File: config.mk
export PLATFORM = sky130hd
export DESIGN_NAME = bld_regbank
export DESIGN_NICKNAME = d
export VERILOG_FILES = /design/src/bld_pkg.sv /design/src/bld_regbank.sv
export SDC_FILE = /design/constraint.sdc
export NUM_CORES = 1
export LEC_CHECK = 0
export ABC_AREA = 0
export BUFFER_PORTS_ARGS = -buffer_cell sky130_fd_sc_hd__buf_2
export CORE_MARGIN = 3
export CORE_UTILIZATION = 45
export DETAILED_ROUTE_END_ITERATION = 7
export PLACE_DENSITY = 0.69
export SETUP_SLACK_MARGIN = 0.4
export SYNTH_ARGS = -nofsm -noshare
export SYNTH_HDL_FRONTEND = slang
export SYNTH_SLANG_ARGS = --single-unit
File: constraint.sdc
create_clock -name core_clk -period 10.2 [get_ports core_clk]
set_input_delay 2.55 -clock core_clk [delete_from_list [all_inputs] [get_ports core_clk]]
set_output_delay 2.55 -clock core_clk [all_outputs]
set_load 0.02 [all_outputs]
File: src/bld_pkg.sv
// Behaviour
// - Brightness register at 0x00, eight bits read/write
// - SMBus-mode write sets the output brightness
// - 0xFF gives full duty, 0x00 about 2.7%
// - Brightness register resets to 0xFF
// - Pin-mode brightness writes change nothing
// - Brightness reads return the stored register value in every mode
// - Brightness has 256 equal steps; codes 0x00 to 0x06 all give the 7/256 floor here
// - Control 0x01: enable, source select, interpretation
// - Control bits 7..3 read zero, writes ignored
// - Enable write lights backlight within 10 ms
// - Disable write turns backlight off at once
// - Duty source decoded from control bits 1, 2
// - Control resets to 0x00: off, product mode
// - Status 0x02 read-only, resets 0, bits 7..6 zero
// - Status bit 0 ORs every fault
// - Bit 4 one or more channels, bit 5 two or more
// - Status bit 3 shows backlight on
// - Status bit 2 shows input overcurrent
// - Thermal trip sets bits 0,1 and stops outputs
// - ID 0x03 read-only: panel, maker, revision
// - Device answers target address 0b0101100
// - LED faults set channel bits and bit 0
// - Stays off until an SMBus turn-on
// - Product mode: normalised product, pin duty starts full
`default_nettype none
package bld_pkg;
    // ****************************************************************
    // Bus address and register offsets
    // ****************************************************************
    localparam logic [6:0] BLD_TARGET_ADDR = 7'h2c;
    localparam logic [7:0] BLD_OFF_BRIGHT  = 8'h00;
    localparam logic [7:0] BLD_OFF_CTRL    = 8'h01;
    localparam logic [7:0] BLD_OFF_STATUS  = 8'h02;
    localparam logic [7:0] BLD_OFF_ID      = 8'h03;
    // ****************************************************************
    // Reset values
    // ****************************************************************
    localparam logic [7:0] BLD_RST_BRIGHT  = 8'hff;
    localparam logic [2:0] BLD_RST_CTRL    = 3'h0;
    localparam logic [7:0] BLD_RST_PINDUTY = 8'hff;
    // ****************************************************************
    // Field positions
    // ****************************************************************
    localparam int BLD_CTL_EN     = 0;
    localparam int BLD_CTL_SRC    = 1;
    localparam int BLD_CTL_INTERP = 2;
    localparam int BLD_FS_ANY     = 0;
    localparam int BLD_FS_THERM   = 1;
    localparam int BLD_FS_OC      = 2;
    localparam int BLD_FS_BLON    = 3;
    localparam int BLD_FS_ONE     = 4;
    localparam int BLD_FS_MULTI   = 5;
    localparam int BLD_ID_PANEL   = 7;
    localparam int BLD_ID_MAKER   = 3;
    // ****************************************************************
    // Timing and duty constants
    // ****************************************************************
    localparam int BLD_CLK_NS      = 8;
    localparam int BLD_ON_DELAY_NS = 1000;
    localparam int BLD_ON_DELAY_CYC = (BLD_ON_DELAY_NS + BLD_CLK_NS - 1) / BLD_CLK_NS;
    localparam logic [7:0] BLD_MIN_LEVEL = 8'h06;
    localparam logic [7:0] BLD_FULL      = 8'hff;
    // ****************************************************************
    // Types
    // ****************************************************************
    typedef struct packed {
        logic [7:0] led_fault;
        logic       thermal_trip;
        logic       input_overcurrent;
    } bld_fault_in_t;
    typedef enum logic [3:0] {
        SM_IDLE, SM_ADDR, SM_ADDR_ACK, SM_CMD, SM_CMD_ACK,
        SM_WDATA, SM_WDATA_ACK, SM_RDATA, SM_RACK
    } bld_smb_state_t;
endpackage
`default_nettype wire

File: src/bld_regbank.sv
`timescale 1ns/1ps
`default_nettype none
module bld_regbank #(
    parameter int         DUTY_DIV  = 1000,  // Pin sample prescale
    parameter int         DIM_DIV   = 4,     // Dimming counter prescale
    parameter logic [3:0] MAKER_ID  = 4'ha,  // Arbitrary value
    parameter logic [2:0] REV_ID    = 3'h2   // Arbitrary value
) (
    // Clock and reset
    input  wire logic                   core_clk,
    input  wire logic                   rst_n,
    // SMBus pins
    input  wire logic                   scl_in,
    input  wire logic                   sda_in,
    output logic                        sda_out,
    output logic                        sda_oe,
    // Dimming input and fault sensors
    input  wire logic                   duty_input_pin,
    input  wire bld_pkg::bld_fault_in_t fault_in,
    // Power stage controls
    output logic                        dimming_pulse_signal,
    output logic                        converter_enable,
    output logic                        backlight_on_status
);
    import bld_pkg::*;

    // ****************************************************************
    // Pin conditioning
    // ****************************************************************
    localparam int NPIN = 13;
    localparam logic [NPIN-1:0] PIN_RST = 13'h1800;  // Bus lines idle high
    logic [NPIN-1:0] pin_raw;                          // Raw pin vector
    logic [NPIN-1:0] s1_r, s2_r, s3_r;                 // Sync stages
    logic [NPIN-1:0] pin_f_r;                          // Filtered levels
    assign pin_raw = {scl_in, sda_in, duty_input_pin, fault_in};

    // Three stages; a level counts only once stages two and three agree
    genvar gi;
    generate
        for (gi = 0; gi < NPIN; gi++) begin : g_pin
            always_ff @(posedge core_clk or negedge rst_n) begin
                if (!rst_n) begin
                    s1_r[gi]    <= PIN_RST[gi];
                    s2_r[gi]    <= PIN_RST[gi];
                    s3_r[gi]    <= PIN_RST[gi];
                    pin_f_r[gi] <= PIN_RST[gi];
                end else begin
                    s1_r[gi] <= pin_raw[gi];
                    s2_r[gi] <= s1_r[gi];
                    s3_r[gi] <= s2_r[gi];
                    if (s2_r[gi] == s3_r[gi]) begin
                        pin_f_r[gi] <= s3_r[gi];
                    end
                end
            end
        end
    endgenerate

    bld_fault_in_t flt;                  // Filtered fault sensors
    logic          scl_f, sda_f, duty_f; // Filtered bus and duty pin
    assign flt    = bld_fault_in_t'(pin_f_r[9:0]);
    assign duty_f = pin_f_r[10];
    assign sda_f  = pin_f_r[11];
    assign scl_f  = pin_f_r[12];

    // ****************************************************************
    // Registers and live status
    // ****************************************************************
    logic [7:0] bright_r;                // Brightness code
    logic [2:0] ctrl_r;                  // Control bits 2..0
    logic       bl_on_r;                 // Backlight lit
    logic [7:0] on_cnt_r;                // Turn-on settle countdown
    logic [7:0] status;                  // Live fault/status view
    logic [7:0] id_val;                  // Identification value
    logic       led_any, led_multi;

    // Count of faulted LED channels
    function automatic logic [3:0] pop8(input logic [7:0] v);
        logic [3:0] n;
        n = 4'h0;
        for (int i = 0; i < 8; i++) begin
            n = n + {3'h0, v[i]};
        end
        return n;
    endfunction

    assign led_any   = |flt.led_fault;
    assign led_multi = pop8(flt.led_fault) > 4'h1;
    // Live bits, never latched, so a read needs no clearing side effect
    assign status = {2'b00, led_multi, led_any, bl_on_r,
                     flt.input_overcurrent, flt.thermal_trip,
                     led_any | flt.input_overcurrent | flt.thermal_trip};
    assign id_val = {1'b1, MAKER_ID, REV_ID};

    // Register read decode, used for the first and any repeated byte;
    // every source is an argument so the continuous assignment tracks it
    function automatic logic [7:0] reg_read(input logic [7:0] a, input logic [7:0] br,
                                            input logic [2:0] ct, input logic [7:0] st,
                                            input logic [7:0] id);
        if (a == BLD_OFF_BRIGHT) begin
            return br;
        end else if (a == BLD_OFF_CTRL) begin
            return {5'h00, ct};
        end else if (a == BLD_OFF_STATUS) begin
            return st;
        end else if (a == BLD_OFF_ID) begin
            return id;
        end else begin
            return 8'h00;
        end
    endfunction

    // ****************************************************************
    // SMBus target
    // ****************************************************************
    bld_smb_state_t sm_r;                // Transfer state
    logic [3:0]     bits_r;              // Bit counter
    logic [7:0]     shift_r;             // Shift register
    logic [7:0]     cmd_r;               // Command code
    logic [7:0]     wdata_r;             // Received data byte
    logic           wr_pend_r;           // Data byte acked, awaiting stop
    logic           drive_r;             // Pull SDA low
    logic           rd_r;                // Read direction
    logic           scl_q, sda_q;        // Previous filtered levels
    logic           scl_rise, scl_fall, start_c, stop_c, addr_hit;
    logic           wr_stb;              // Completed write-byte
    logic [7:0]     rd_byte;

    assign scl_rise = scl_f & ~scl_q;
    assign scl_fall = ~scl_f & scl_q;
    assign start_c  = scl_f & scl_q & sda_q & ~sda_f;
    assign stop_c   = scl_f & scl_q & ~sda_q & sda_f;
    assign addr_hit = shift_r[7:1] == BLD_TARGET_ADDR;
    assign wr_stb   = stop_c & wr_pend_r;
    assign rd_byte  = reg_read(cmd_r, bright_r, ctrl_r, status, id_val);
    // Open drain: only ever pull low
    assign sda_out  = 1'b0;
    assign sda_oe   = drive_r;

    // Edge history of the filtered bus lines
    always_ff @(posedge core_clk or negedge rst_n) begin
        if (!rst_n) begin
            scl_q <= 1'b1;
            sda_q <= 1'b1;
        end else begin
            scl_q <= scl_f;
            sda_q <= sda_f;
        end
    end

    // Byte engine; start and stop override any bit in progress
    always_ff @(posedge core_clk or negedge rst_n) begin
        if (!rst_n) begin
            sm_r      <= SM_IDLE;
            bits_r    <= 4'h0;
            shift_r   <= 8'h00;
            cmd_r     <= 8'h00;
            wdata_r   <= 8'h00;
            wr_pend_r <= 1'b0;
            drive_r   <= 1'b0;
            rd_r      <= 1'b0;
        end else if (start_c) begin
            // Repeated start keeps the command code for read-byte
            sm_r      <= SM_ADDR;
            bits_r    <= 4'h0;
            drive_r   <= 1'b0;
            wr_pend_r <= 1'b0;
        end else if (stop_c) begin
            sm_r      <= SM_IDLE;
            drive_r   <= 1'b0;
            wr_pend_r <= 1'b0;
        end else if (scl_rise) begin
            if (sm_r == SM_ADDR || sm_r == SM_CMD || sm_r == SM_WDATA) begin
                shift_r <= {shift_r[6:0], sda_f};
                bits_r  <= bits_r + 4'h1;
            end else if (sm_r == SM_RACK && sda_f) begin
                sm_r <= SM_IDLE;                // Host refused more data
            end
        end else if (scl_fall) begin
            case (sm_r)
                SM_ADDR: begin
                    if (bits_r == 4'h8) begin
                        sm_r    <= addr_hit ? SM_ADDR_ACK : SM_IDLE;
                        drive_r <= addr_hit;
                        rd_r    <= shift_r[0];
                    end
                end
                SM_ADDR_ACK, SM_RACK: begin
                    bits_r <= 4'h0;
                    if (rd_r) begin
                        shift_r <= rd_byte;
                        drive_r <= ~rd_byte[7];
                        sm_r    <= SM_RDATA;
                    end else begin
                        drive_r <= 1'b0;
                        sm_r    <= SM_CMD;
                    end
                end
                SM_CMD: begin
                    if (bits_r == 4'h8) begin
                        cmd_r   <= shift_r;
                        drive_r <= 1'b1;
                        sm_r    <= SM_CMD_ACK;
                    end
                end
                SM_CMD_ACK: begin
                    drive_r <= 1'b0;
                    bits_r  <= 4'h0;
                    sm_r    <= SM_WDATA;
                end
                SM_WDATA: begin
                    if (bits_r == 4'h8) begin
                        wdata_r <= shift_r;
                        drive_r <= 1'b1;
                        sm_r    <= SM_WDATA_ACK;
                    end
                end
                SM_WDATA_ACK: begin
                    // Takes effect only when the stop arrives
                    drive_r   <= 1'b0;
                    wr_pend_r <= 1'b1;
                    sm_r      <= SM_IDLE;
                end
                SM_RDATA: begin
                    if (bits_r == 4'h7) begin
                        drive_r <= 1'b0;
                        sm_r    <= SM_RACK;
                    end else begin
                        shift_r <= {shift_r[6:0], 1'b0};
                        drive_r <= ~shift_r[6];
                        bits_r  <= bits_r + 4'h1;
                    end
                end
                default: begin
                    drive_r <= 1'b0;
                end
            endcase
        end
    end

    // ****************************************************************
    // Register writes and backlight enable
    // ****************************************************************
    logic wr_bright, wr_ctrl, on_req;
    assign wr_bright = wr_stb & (cmd_r == BLD_OFF_BRIGHT) & ~ctrl_r[BLD_CTL_SRC];
    assign wr_ctrl   = wr_stb & (cmd_r == BLD_OFF_CTRL);
    assign on_req    = wr_ctrl & wdata_r[BLD_CTL_EN] & ~ctrl_r[BLD_CTL_EN];

    always_ff @(posedge core_clk or negedge rst_n) begin
        if (!rst_n) begin
            bright_r <= BLD_RST_BRIGHT;
            ctrl_r   <= BLD_RST_CTRL;
        end else begin
            if (wr_bright) begin
                bright_r <= wdata_r;
            end
            if (wr_ctrl) begin
                ctrl_r <= wdata_r[2:0];
            end
        end
    end

    // Settle countdown before lighting; off needs no wait
    always_ff @(posedge core_clk or negedge rst_n) begin
        if (!rst_n) begin
            on_cnt_r <= 8'h00;
            bl_on_r  <= 1'b0;
        end else begin
            if (on_req) begin
                on_cnt_r <= 8'(BLD_ON_DELAY_CYC);
            end else if (on_cnt_r != 8'h00) begin
                on_cnt_r <= on_cnt_r - 8'h01;
            end
            bl_on_r <= ctrl_r[BLD_CTL_EN] & (on_cnt_r == 8'h00) & ~on_req;
        end
    end

    // ****************************************************************
    // Pin duty measurement and duty selection
    // ****************************************************************
    logic [15:0] pre_r;                  // Sample prescaler
    logic [7:0]  win_r, hi_r;            // Window position, high count
    logic [7:0]  pin_duty_r;             // Last measured pin duty
    logic        tick;
    assign tick = pre_r == 16'(DUTY_DIV - 1);

    // 255 samples per window give one duty code per window
    always_ff @(posedge core_clk or negedge rst_n) begin
        if (!rst_n) begin
            pre_r      <= 16'h0000;
            win_r      <= 8'h00;
            hi_r       <= 8'h00;
            pin_duty_r <= BLD_RST_PINDUTY;
        end else begin
            pre_r <= tick ? 16'h0000 : pre_r + 16'h0001;
            if (tick) begin
                win_r <= (win_r == 8'hfe) ? 8'h00 : win_r + 8'h01;
                hi_r  <= (win_r == 8'hfe) ? 8'h00 : hi_r + {7'h00, duty_f};
                if (win_r == 8'hfe) begin
                    pin_duty_r <= hi_r + {7'h00, duty_f};
                end
            end
        end
    end

    logic [15:0] prod;
    logic [7:0]  prod8, duty_sel, level;
    assign prod     = bright_r * pin_duty_r;
    assign prod8    = 8'(prod / 16'd255);
    assign duty_sel = ctrl_r[BLD_CTL_SRC]    ? pin_duty_r :
                      ctrl_r[BLD_CTL_INTERP] ? bright_r : prod8;
    // Floor keeps code 0x00 at the 7/256 minimum
    assign level    = (duty_sel < BLD_MIN_LEVEL) ? BLD_MIN_LEVEL : duty_sel;

    // ****************************************************************
    // Dimming pulse generator
    // ****************************************************************
    logic [7:0] dpre_r, dcnt_r;          // Prescaler, 256-step phase
    logic       run;
    assign run = bl_on_r & ~flt.thermal_trip;

    always_ff @(posedge core_clk or negedge rst_n) begin
        if (!rst_n) begin
            dpre_r               <= 8'h00;
            dcnt_r               <= 8'h00;
            dimming_pulse_signal <= 1'b0;
            converter_enable     <= 1'b0;
        end else begin
            dpre_r <= (dpre_r == 8'(DIM_DIV - 1)) ? 8'h00 : dpre_r + 8'h01;
            if (dpre_r == 8'(DIM_DIV - 1)) begin
                dcnt_r <= dcnt_r + 8'h01;
            end
            dimming_pulse_signal <= run & (dcnt_r <= level);
            converter_enable     <= run;
        end
    end
    assign backlight_on_status = status[BLD_FS_BLON];
endmodule
`default_nettype wire

==> impl_metrics.yaml, run 1 <==
sta:
  setup_viol: 1
  fin_skew_ps: 10.8
  slew_violations: 0
  final.setup.worst_slack_ps: -19.1
  fin_crit_ps: 10220
  fin_crit_sh_pct: 100
  tns_ps: -19.1
  worst_slew_pin_slew_ps: 860
  hold_viol: 0
  rsz0062_at_grt: "yes"
  slew_headroom_pct: 42.7
  fmax_mhz: 97.9
worst_setup_path:
  arrival_ps: 10590
  timing.rr.end: "dimming_pulse_signal"
  endpoint_kind: "flip-flop"
  worstReg2RegStart: "bright_r[4]"
  crit_path_top_delay_cell: "dfstp_2"
  reg2reg_depth: 43
  crit_buf_inv: 3
  crit_family: "compound AO/OA/AOI/OAI gates"
  path_depth: 43
  ff2ff_setup_slack_ps: -20
  critPathLaunch: "bright_r[4]"
  endpoint: "dimming_pulse_signal"
  crit_path_max_fanout: 7
  critical_path.startpoint_type: "flip-flop"
  required_ps: 10570
  path_common_cell: "fa_1"
  path_class: "reg -> reg"
  slowest_delay_ps: 590
global_routing:
  gr-total-overflow: 0
  grt_max_degree: 102
  grt_antenna_before_repair: 0
  top_usage_layer: "met2"
  use_met1_pct: 25.4
  grt_use_met2_pct: 31.5
  grt_usage_pct: 18.8
  grt_pass1_wl_um: 45700
  grt_pass1_vias: 9704
  gr-usage-met3_pct: 2.56
cts:
  htreeDepth: 4
  clockBufferDepth: 2
  tritoncts: "done"
  clock_sinks: 167
  cts_buffers: 17
  clk-insertion-delay-late_ps: 430
  hold_buffers: 0
  clkTransAtPathRegs_ps: 80
  root_buffer: "clkbuf_16"
final_layout:
  nets: 1538
  drive_gt1_share_pct: 26.8
  utilization_pct: 56.1
  n_antenna_cell: 0
  final_area_um2: 14700
  area_growth_pct: 21.9
place:
  dpl_worst_slack_ps: -272
  dpl-instance-area_um2: 13100
  place.gp.congestion: 0.910
  dp_hpwl_um: 19300
  portBuffers: 18
detailed_routing:
  vias_per_cell: 5.58
  first_pass_iters: 5
  ant_nets: 0
  route.detailed.drc: 0
  vias: 9870
  post_drt_wl_per_cell_um: 15.3
  drt_iter0_drc: 676
  drt_wl_total_um: 27000
floorplanning:
  fp.dieH_um: 170
  pin_count: 20
  fp.dieW_um: 170
  core_area_um2: 26200
  dieArea_um2: 28800
  core.rowCount: 59
  start_util_pct: 46.0
synthesis:
  yosys_register_bits: 167
  synth_nets: 1410
  synthArstFlopShare_pct: 100
  yosysWarnings: 0
  synth_edf_count: 0
  synth_cells: 1293
  syn-cell-area_um2: 12100
  synthFlopType: "dfrtp_1"
  ys_types: 107
  seq_area_frac_synth_pct: 34.9
  avgSynthCellArea_um2: 9.33
pwr:
  powerDensity_nw_per_um2: 102
  p_leak_nw: 6.58
  max-vdd-ir-drop_mv: 0.139
outcome:
  status: "complete, but fails checks"
  failed_checks: "negative setup slack"
run:
  cap_violations: 0
hold_path:
  min_path_type: "reg -> reg"
cells in the mapped netlist, types with 19 or more instances:
cell type | number | share of area (%)
a21oi_1 | 78 | 3.2
and2_1 | 68 | 3.5
clkbuf_1 | 34 | 1.1
dfrtp_1 | 141 | 29
dfstp_2 | 26 | 5.7
fa_1 | 40 | 6.6
ha_1 | 62 | 6.4
inv_1 | 82 | 2.6
mux2_2 | 31 | 2.9
nand2_1 | 99 | 3.1
nand3_1 | 49 | 2.0
nand4_1 | 19 | 0.99
nor2_1 | 104 | 3.2
nor3_1 | 38 | 1.6
o21ai_0 | 68 | 2.8
xnor2_1 | 42 | 3.0
xor2_1 | 24 | 1.7
worst min path at each step:
stage	depth (start not counted)	start	to	slack, ps
after floorplan	0	s1_r[0]	s2_r[0]	330
after global placement	0	s1_r[3]	s2_r[3]	330
after detailed placement	0	s1_r[7]	s2_r[7]	340
after CTS	0	s1_r[7]	s2_r[7]	360
after global routing	0	s1_r[7]	s2_r[7]	370
final	0	s1_r[7]	s2_r[7]	350
placed cells by master, fill, tap and decap left out, drive strengths merged, types with 6 or more instances in the layout:
cell    instances
xnor2          43
o211ai         10
nand4          20
o21ai          77
nand2b         13
a21oi          79
o311ai          6
fa             40
clkbuf         17
nor2b          17
dfstp          26
ha             62
inv            91
nor4           12
a211oi          7
a21o           10
o21a            7
dfrtp         141
and3           14
nand3          49
nor3           42
and2           69
nor2          104
or3             8
o31ai          16
or2             8
buf           159
mux2i           9
nand2         101
maj3           15
xor2           25
mux2           32
a31oi           6
area by class of cell:
type	instances	area [µm²]
fillers	2205	11500
clock buffers	17	425
multi-input cells	993	7950
inverters	83	312
repair buffers	159	1200
flip-flops and latches	167	4210
well taps	335	419
clock inverters	15	196
metal layers:
layer / vias to the layer above / share of wire [%]
met5: - / 0
met4: 0 / 1.8
met3: 38 / 2.8
met2: 190 / 49
met1: 4818 / 47
li1: 4824 / -
logic make-up after synthesis:
family / Yosys count / share of synthesized area (%)
compound gates: 285 / 16.4
xor+xnor: 68 / 5.15
fa+ha+maj: 117 / 14.3
buf+inv: 133 / 4.46
flops: 167 / 34.9
mux: 41 / 3.76
other cells: 1 / 0.0311
simple gates: 481 / 20.9
flip-flops by register name, indices dropped and copies added, names as in the netlist, 3 cells and up:
name / count
shift_r: 8
s1_r: 13
s3_r: 13
hi_r: 8
pre_r: 16
cmd_r: 8
bits_r: 4
on_cnt_r: 8
dpre_r: 8
flt: 10
win_r: 8
ctrl_r: 3
sm_r: 4
pin_duty_r: 8
wdata_r: 8
bright_r: 8
dcnt_r: 8
s2_r: 13
report_power, final:
group	internal (mW)	switching (mW)	leakage (nW)	total, mW
Clock	0.357	0.303	0.301	0.660
Combinational	0.0439	0.0640	4.18	0.108
Sequential	0.697	0.0402	2.09	0.737
Total	1.10	0.407	6.58	1.51
what timing repair did:
item,CTS,global route
pin swaps,48,42
endpoints found under the setup margin,1,1
gates resized for setup,54,39
setup buffers,47,15
cloned,0,0
per-stage QoR:
| step | instances | hold WS [ps] | power, mW |
|---|---|---|---|
| 6_report | 1769 | 354 | 1.51 |
| 3_5_place_dp | 1675 | 341 | 0.856 |
| 3_3_place_gp | 1675 | 332 | 0.850 |
| 4_1_cts | 1754 | 358 | 1.52 |
| 2_1_floorplan | 1293 | 331 | 0.809 |
| 5_1_grt | 1769 | 365 | 1.57 |
No activity file was read; power rests on OpenSTA's default activity.
==> inputs of run 2 (changes only) <==
--- a/config.mk
+++ b/config.mk
@@ -11,6 +11,7 @@
 export CORE_UTILIZATION = 45
 export DETAILED_ROUTE_END_ITERATION = 7
 export PLACE_DENSITY = 0.69
+export RECOVER_POWER = 100
 export SETUP_SLACK_MARGIN = 0.4
 export SYNTH_ARGS = -nofsm -noshare
 export SYNTH_HDL_FRONTEND = slang
==> constraint.sdc (replaced) <==
create_clock -name core_clk -period 10.2 [get_ports core_clk]
set_input_delay 0.51 -clock core_clk [delete_from_list [all_inputs] [get_ports core_clk]]
set_output_delay 0.51 -clock core_clk [all_outputs]
set_load 0.02 [all_outputs]
==> run 2 against run 1 <==
The run ends with max-capacitance violations, max-slew violations, negative setup slack left. First-iteration DRC count decreased by 5.5%. Critical endpoint unchanged. Via count decreased by 0.52%. Sequential cell count unchanged. Largest cell class unchanged. Clock-buffer cell count unchanged. Critical path depth unchanged. Setup slack improved by 9.2 ps. Sequential share of layout area increased by 0.054 points. Sequential power about the same. Clock skew about the same. Non-clock buffer count unchanged. Power about the same.
==> impl_metrics.yaml, run 2 (synthesis gave the netlist of run 1 again) <==
cts:
  hold_buffers: 0
  clkTransAtPathRegs_ps: 80
  clockBufferDepth: 2
  clk-insertion-delay-late_ps: 430
  root_buffer: "clkbuf_16"
  htreeDepth: 4
  cts_buffers: 17
  tritoncts: "done"
  clock_sinks: 167
worst_setup_path:
  arrival_ps: 10580
  reg2reg_depth: 43
  crit_family: "compound AO/OA/AOI/OAI gates"
  path_depth: 43
  path_common_cell: "fa_1"
  endpoint_kind: "flip-flop"
  required_ps: 10570
  timing.rr.end: "dimming_pulse_signal"
  ff2ff_setup_slack_ps: -10
  endpoint: "dimming_pulse_signal"
  slowest_delay_ps: 590
  critical_path.startpoint_type: "flip-flop"
  crit_buf_inv: 3
  critPathLaunch: "bright_r[4]"
  worstReg2RegStart: "bright_r[4]"
  crit_path_max_fanout: 7
  crit_path_top_delay_cell: "dfstp_2"
  path_class: "reg -> reg"
detailed_routing:
  route.detailed.drc: 0
  ant_nets: 0
  first_pass_iters: 6
  vias: 9819
  drt_wl_total_um: 27000
  post_drt_wl_per_cell_um: 15.3
  drt_iter0_drc: 639
  vias_per_cell: 5.55
sta:
  rsz0062_at_grt: "yes"
  tns_ps: -9.88
  setup_viol: 1
  slew_headroom_pct: -237
  fmax_mhz: 97.9
  fin_crit_ps: 10210
  hold_viol: 0
  worst_slew_pin_slew_ps: 5060
  fin_skew_ps: 10.8
  fin_crit_sh_pct: 100
  slew_violations: 170
  final.setup.worst_slack_ps: -9.88
global_routing:
  gr-total-overflow: 0
  grt_max_degree: 102
  grt_usage_pct: 18.8
  grt_pass1_wl_um: 45700
  grt_pass1_vias: 9704
  grt_antenna_before_repair: 0
hold_path:
  min_path_type: "in -> reg"
  holdPathStages: 1
  hold_start: "scl_in"
floorplanning:
  core_area_um2: 26200
  dieArea_um2: 28800
  fp.dieW_um: 170
  core.rowCount: 59
  fp.dieH_um: 170
  start_util_pct: 46.0
  pin_count: 20
final_layout:
  largest_register_ffs: 16
  layout_commonest_cell: "dfrtp_1"
  fillCellCount: 2210
  instances_no_fill: 1769
  utilization_pct: 56.0
  n_antenna_cell: 0
  area_growth_pct: 21.7
  final_cell_mix: "141 x dfrtp_1, 128 x buf_4, 102 x nor2_1, 92 x nand2_1, 80 x inv_1"
  nets: 1538
  drive_gt1_share_pct: 25.8
  largest-register: "pre_r"
  final_area_um2: 14700
run:
  cap_violations: 2
pwr:
  powerDensity_nw_per_um2: 102
  p_leak_nw: 6.53
  max-vdd-ir-drop_mv: 0.139
  finalPower_mw: 1.50
place:
  dpl-instance-area_um2: 13100
  portBuffers: 18
  dp_hpwl_um: 19300
  place.gp.congestion: 0.910
  dp.cells: 1675
outcome:
  failed_checks: "max-capacitance violations, max-slew violations, negative setup slack"
  status: "complete, but fails checks"
run 2: cell type report:
type | count | area (µm²) | share of cell area (%)
clock buffer | 17 | 425 | 2.90
clock inverter | 15 | 196 | 1.34
inverter | 83 | 312 | 2.12
multi-input combinational | 993 | 7950 | 54.1
sequential | 167 | 4210 | 28.7
tap | 335 | 419 | 2.85
timing repair buffer | 159 | 1170 | 7.97
run 2: worst min-delay path by stage:
stage                                to  slack (ps)
detailed placement              s2_r[7]         340
global route                   s1_r[12]         150
finish                         s1_r[12]         180
floorplan           backlight_on_status         210
global placement                s2_r[3]         330
CTS                            s1_r[12]         160
run 2: per-stage QoR:
| stage | hold WS (ps) | setup slack (ps) |
|---|---|---|
| CTS | 157 | 175 |
| global placement | 332 | -74.7 |
| floorplan | 214 | 71.6 |
| global route | 151 | -429 |
| finish | 178 | -9.88 |
| detailed placement | 341 | -272 |
run 2: worst register-to-register path, delay by kind of cell (launching register included):
| kind | cells | cell delay [ps] |
|---|---|---|
| AOI/OAI and AO/OA | 21 | 4200 |
| xor gates and xnor gates | 1 | 150 |
| adders and majority gates | 7 | 2520 |
| buffers and inverters | 3 | 310 |
| DFF | 1 | 590 |
| muxes | 2 | 410 |
| and+or+nand+nor | 9 | 2010 |
run 2: power breakdown:
part | internal (mW) | switching (mW)
Sequential | 0.697 | 0.0401
Combinational | 0.0429 | 0.0640
Clock | 0.357 | 0.304
Total | 1.10 | 0.408
run 2: repair_timing:
action                     CTS  global route
buffers inserted            47            15
pin swaps                   48            42
gates resized for setup     54            39
setup endpoints to repair    1             1
run 2: layer usage:
layer	wire, µm	track usage (%)
met4	477	5.76
met5	0	0
met3	694	2.56
met2	13200	31.5
met1	12600	25.4
==> inputs of run 3 (changes only) <==
--- a/config.mk
+++ b/config.mk
@@ -7,12 +7,14 @@
 export LEC_CHECK = 0
 export ABC_AREA = 0
 export BUFFER_PORTS_ARGS = -buffer_cell sky130_fd_sc_hd__buf_2
+export CORE_ASPECT_RATIO = 1.25
 export CORE_MARGIN = 3
 export CORE_UTILIZATION = 45
 export DETAILED_ROUTE_END_ITERATION = 7
-export PLACE_DENSITY = 0.69
+export PLACE_DENSITY = 0.66
 export RECOVER_POWER = 100
 export SETUP_SLACK_MARGIN = 0.4
+export SKIP_CTS_REPAIR_TIMING = 1
 export SYNTH_ARGS = -nofsm -noshare
 export SYNTH_HDL_FRONTEND = slang
 export SYNTH_SLANG_ARGS = --single-unit
==> constraint.sdc (replaced) <==
create_clock -name core_clk -period 9.5 [get_ports core_clk]
set_input_delay 0.475 -clock core_clk [delete_from_list [all_inputs] [get_ports core_clk]]
set_output_delay 0.475 -clock core_clk [all_outputs]
set_load 0.02 [all_outputs]
==> run 3 against run 2 <==
The run still ends with max-capacitance violations, max-slew violations, negative setup slack left. Global-route usage barely moved. Largest cell class unchanged. Hold slack got worse by 27 ps. Sequential power rose by 7.6%. Final cell count rose by 3.6%. Setup slack got worse by 600 ps. Largest power group unchanged. First-iteration DRC count fell by 14%.
==> impl_metrics.yaml, run 3 (synthesis gave the netlist of run 1 again) <==
detailed_routing:
  ant_nets: 0
  vias_per_cell: 5.42
  drt_wl_total_um: 27000
  post_drt_wl_per_cell_um: 14.8
  highest_layer: "met4"
  vias: 9936
  drt_iter0_drc: 550
  route.detailed.drc: 0
  route.met3.wl_um: 445
  drt-met1-wl_um: 11700
  dr_wl_met2_um: 14300
  first_pass_iters: 5
place:
  dpl-instance-area_um2: 13900
  place.gp.congestion: 0.881
  portBuffers: 18
  dp_hpwl_um: 20600
pwr:
  p_leak_nw: 6.82
  max-vdd-ir-drop_mv: 0.193
  pwr-share-comb_pct: 6.7
  powerDensity_nw_per_um2: 111
  intPower_mw: 1.29
  p_sw_mw: 0.382
  seqPwrFrac_pct: 47.3
  power_frac_clock_pct: 46.0
  swShare_pct: 22.8
worst_setup_path:
  slowest_delay_ps: 590
  critPathLaunch: "pin_duty_r[2]"
  worstReg2RegStart: "pin_duty_r[2]"
  crit_path_top_delay_cell: "or4b_4"
  path_class: "reg -> reg"
  timing.rr.end: "dimming_pulse_signal"
  endpoint: "dimming_pulse_signal"
  crit_path_max_fanout: 6
  path_common_cell: "fa_1"
  arrival_ps: 10470
  required_ps: 9860
  reg2reg_depth: 46
  critical_path.startpoint_type: "flip-flop"
  endpoint_kind: "flip-flop"
  ff2ff_setup_slack_ps: -610
run:
  cap_violations: 2
cts:
  tritoncts: "done"
  clkTransAtPathRegs_ps: 60
  root_buffer: "clkbuf_16"
  clockBufferDepth: 2
  clock_sinks: 167
  htreeDepth: 4
  cts_buffers: 17
  clk-insertion-delay-late_ps: 420
sta:
  fin_skew_ps: 8.42
  slew_violations: 170
  fin_crit_ps: 10110
  fin_crit_sh_pct: 106
  hold_viol: 0
  rsz0062_at_grt: "yes"
  tns_ps: -613
  final.setup.worst_slack_ps: -613
  setup_viol: 1
  slew_headroom_pct: -187
  worst_slew_pin_slew_ps: 4310
  fmax_mhz: 98.9
outcome:
  status: "complete, but fails checks"
  failed_checks: "max-capacitance violations, max-slew violations, negative setup slack"
global_routing:
  grt_pass1_wl_um: 46000
  grt_usage_pct: 18.8
  grt_max_degree: 86
  grt_antenna_before_repair: 0
  gr-total-overflow: 0
  grt_pass1_vias: 9925
final_layout:
  layout_commonest_cell: "buf_4"
  final_cell_mix: "186 x buf_4, 141 x dfrtp_1, 102 x nor2_1, 94 x nand2_1, 82 x inv_1"
  drive_gt1_share_pct: 27.3
  area_growth_pct: 24.8
  n_antenna_cell: 0
  utilization_pct: 57.5
  largest_register_ffs: 16
  largest-register: "pre_r"
  nets: 1596
  final_area_um2: 15100
  fillCellCount: 2223
floorplanning:
  start_util_pct: 46.1
  fp.dieH_um: 189
  core.rowCount: 66
  fp.dieW_um: 152
  dieArea_um2: 28800
  core_area_um2: 26200
  pin_count: 20
hold_path:
  min_path_type: "in -> reg"
  holdPathStages: 1
run 3: worst min path at each step:
stage,to,start
after floorplan,backlight_on_status,rst_n
after global placement,s2_r[7],s1_r[7]
after detailed placement,s2_r[1],s1_r[1]
after CTS,dpre_r[6],rst_n
after global routing,s1_r[11],sda_in
final,s1_r[11],sda_in
run 3: power groups by stage:
stage	clock network [mW]	registers [mW]	logic, mW
finish	0.771	0.793	0.113
global route	0.818	0.798	0.133
CTS	0.787	0.793	0.117
detailed placement	0	0.805	0.115
global placement	0	0.804	0.111
floorplan	0	0.784	0.0841
run 3: cell type report:
cell class                 count  area (µm²)  area share (%)
sequential                   167        4210            28.0
inverter                      83         312            2.07
clock inverter                12         223            1.48
tap                          340         425            2.83
timing repair buffer         217        1600            10.6
clock buffer                  20         447            2.97
multi-input combinational    993        7840            52.1
run 3: metrics by stage:
step / setup slack (ps) / hold slack, ps / std cells / power [mW]
2_1_floorplan: -628 / 179 / 1293 / 0.868
3_3_place_gp: -643 / 333 / 1783 / 0.915
3_5_place_dp: -767 / 335 / 1783 / 0.920
4_1_cts: -809 / 94.3 / 1815 / 1.70
5_1_grt: -1130 / 132 / 1832 / 1.75
6_report: -613 / 151 / 1832 / 1.68
run 3: critical path, delay by kind of cell, from the launching register on:
kind                       cells  cell delay, ps
DFF                            1             570
adders and majority gates      7            2610
AOI/OAI and AO/OA             20            3430
buffers and inverters          4             270
muxes                          2             420
and+or+nand+nor               12            2610
xor gates and xnor gates       1             140
run 3: metal layers:
layer | GRT usage [%] | vias to the layer above
li1 | - | 4945
met1 | 22.8 | 4798
met2 | 34.7 | 150
met3 | 2.24 | 43
met4 | 5.97 | 0
met5 | 0 | -
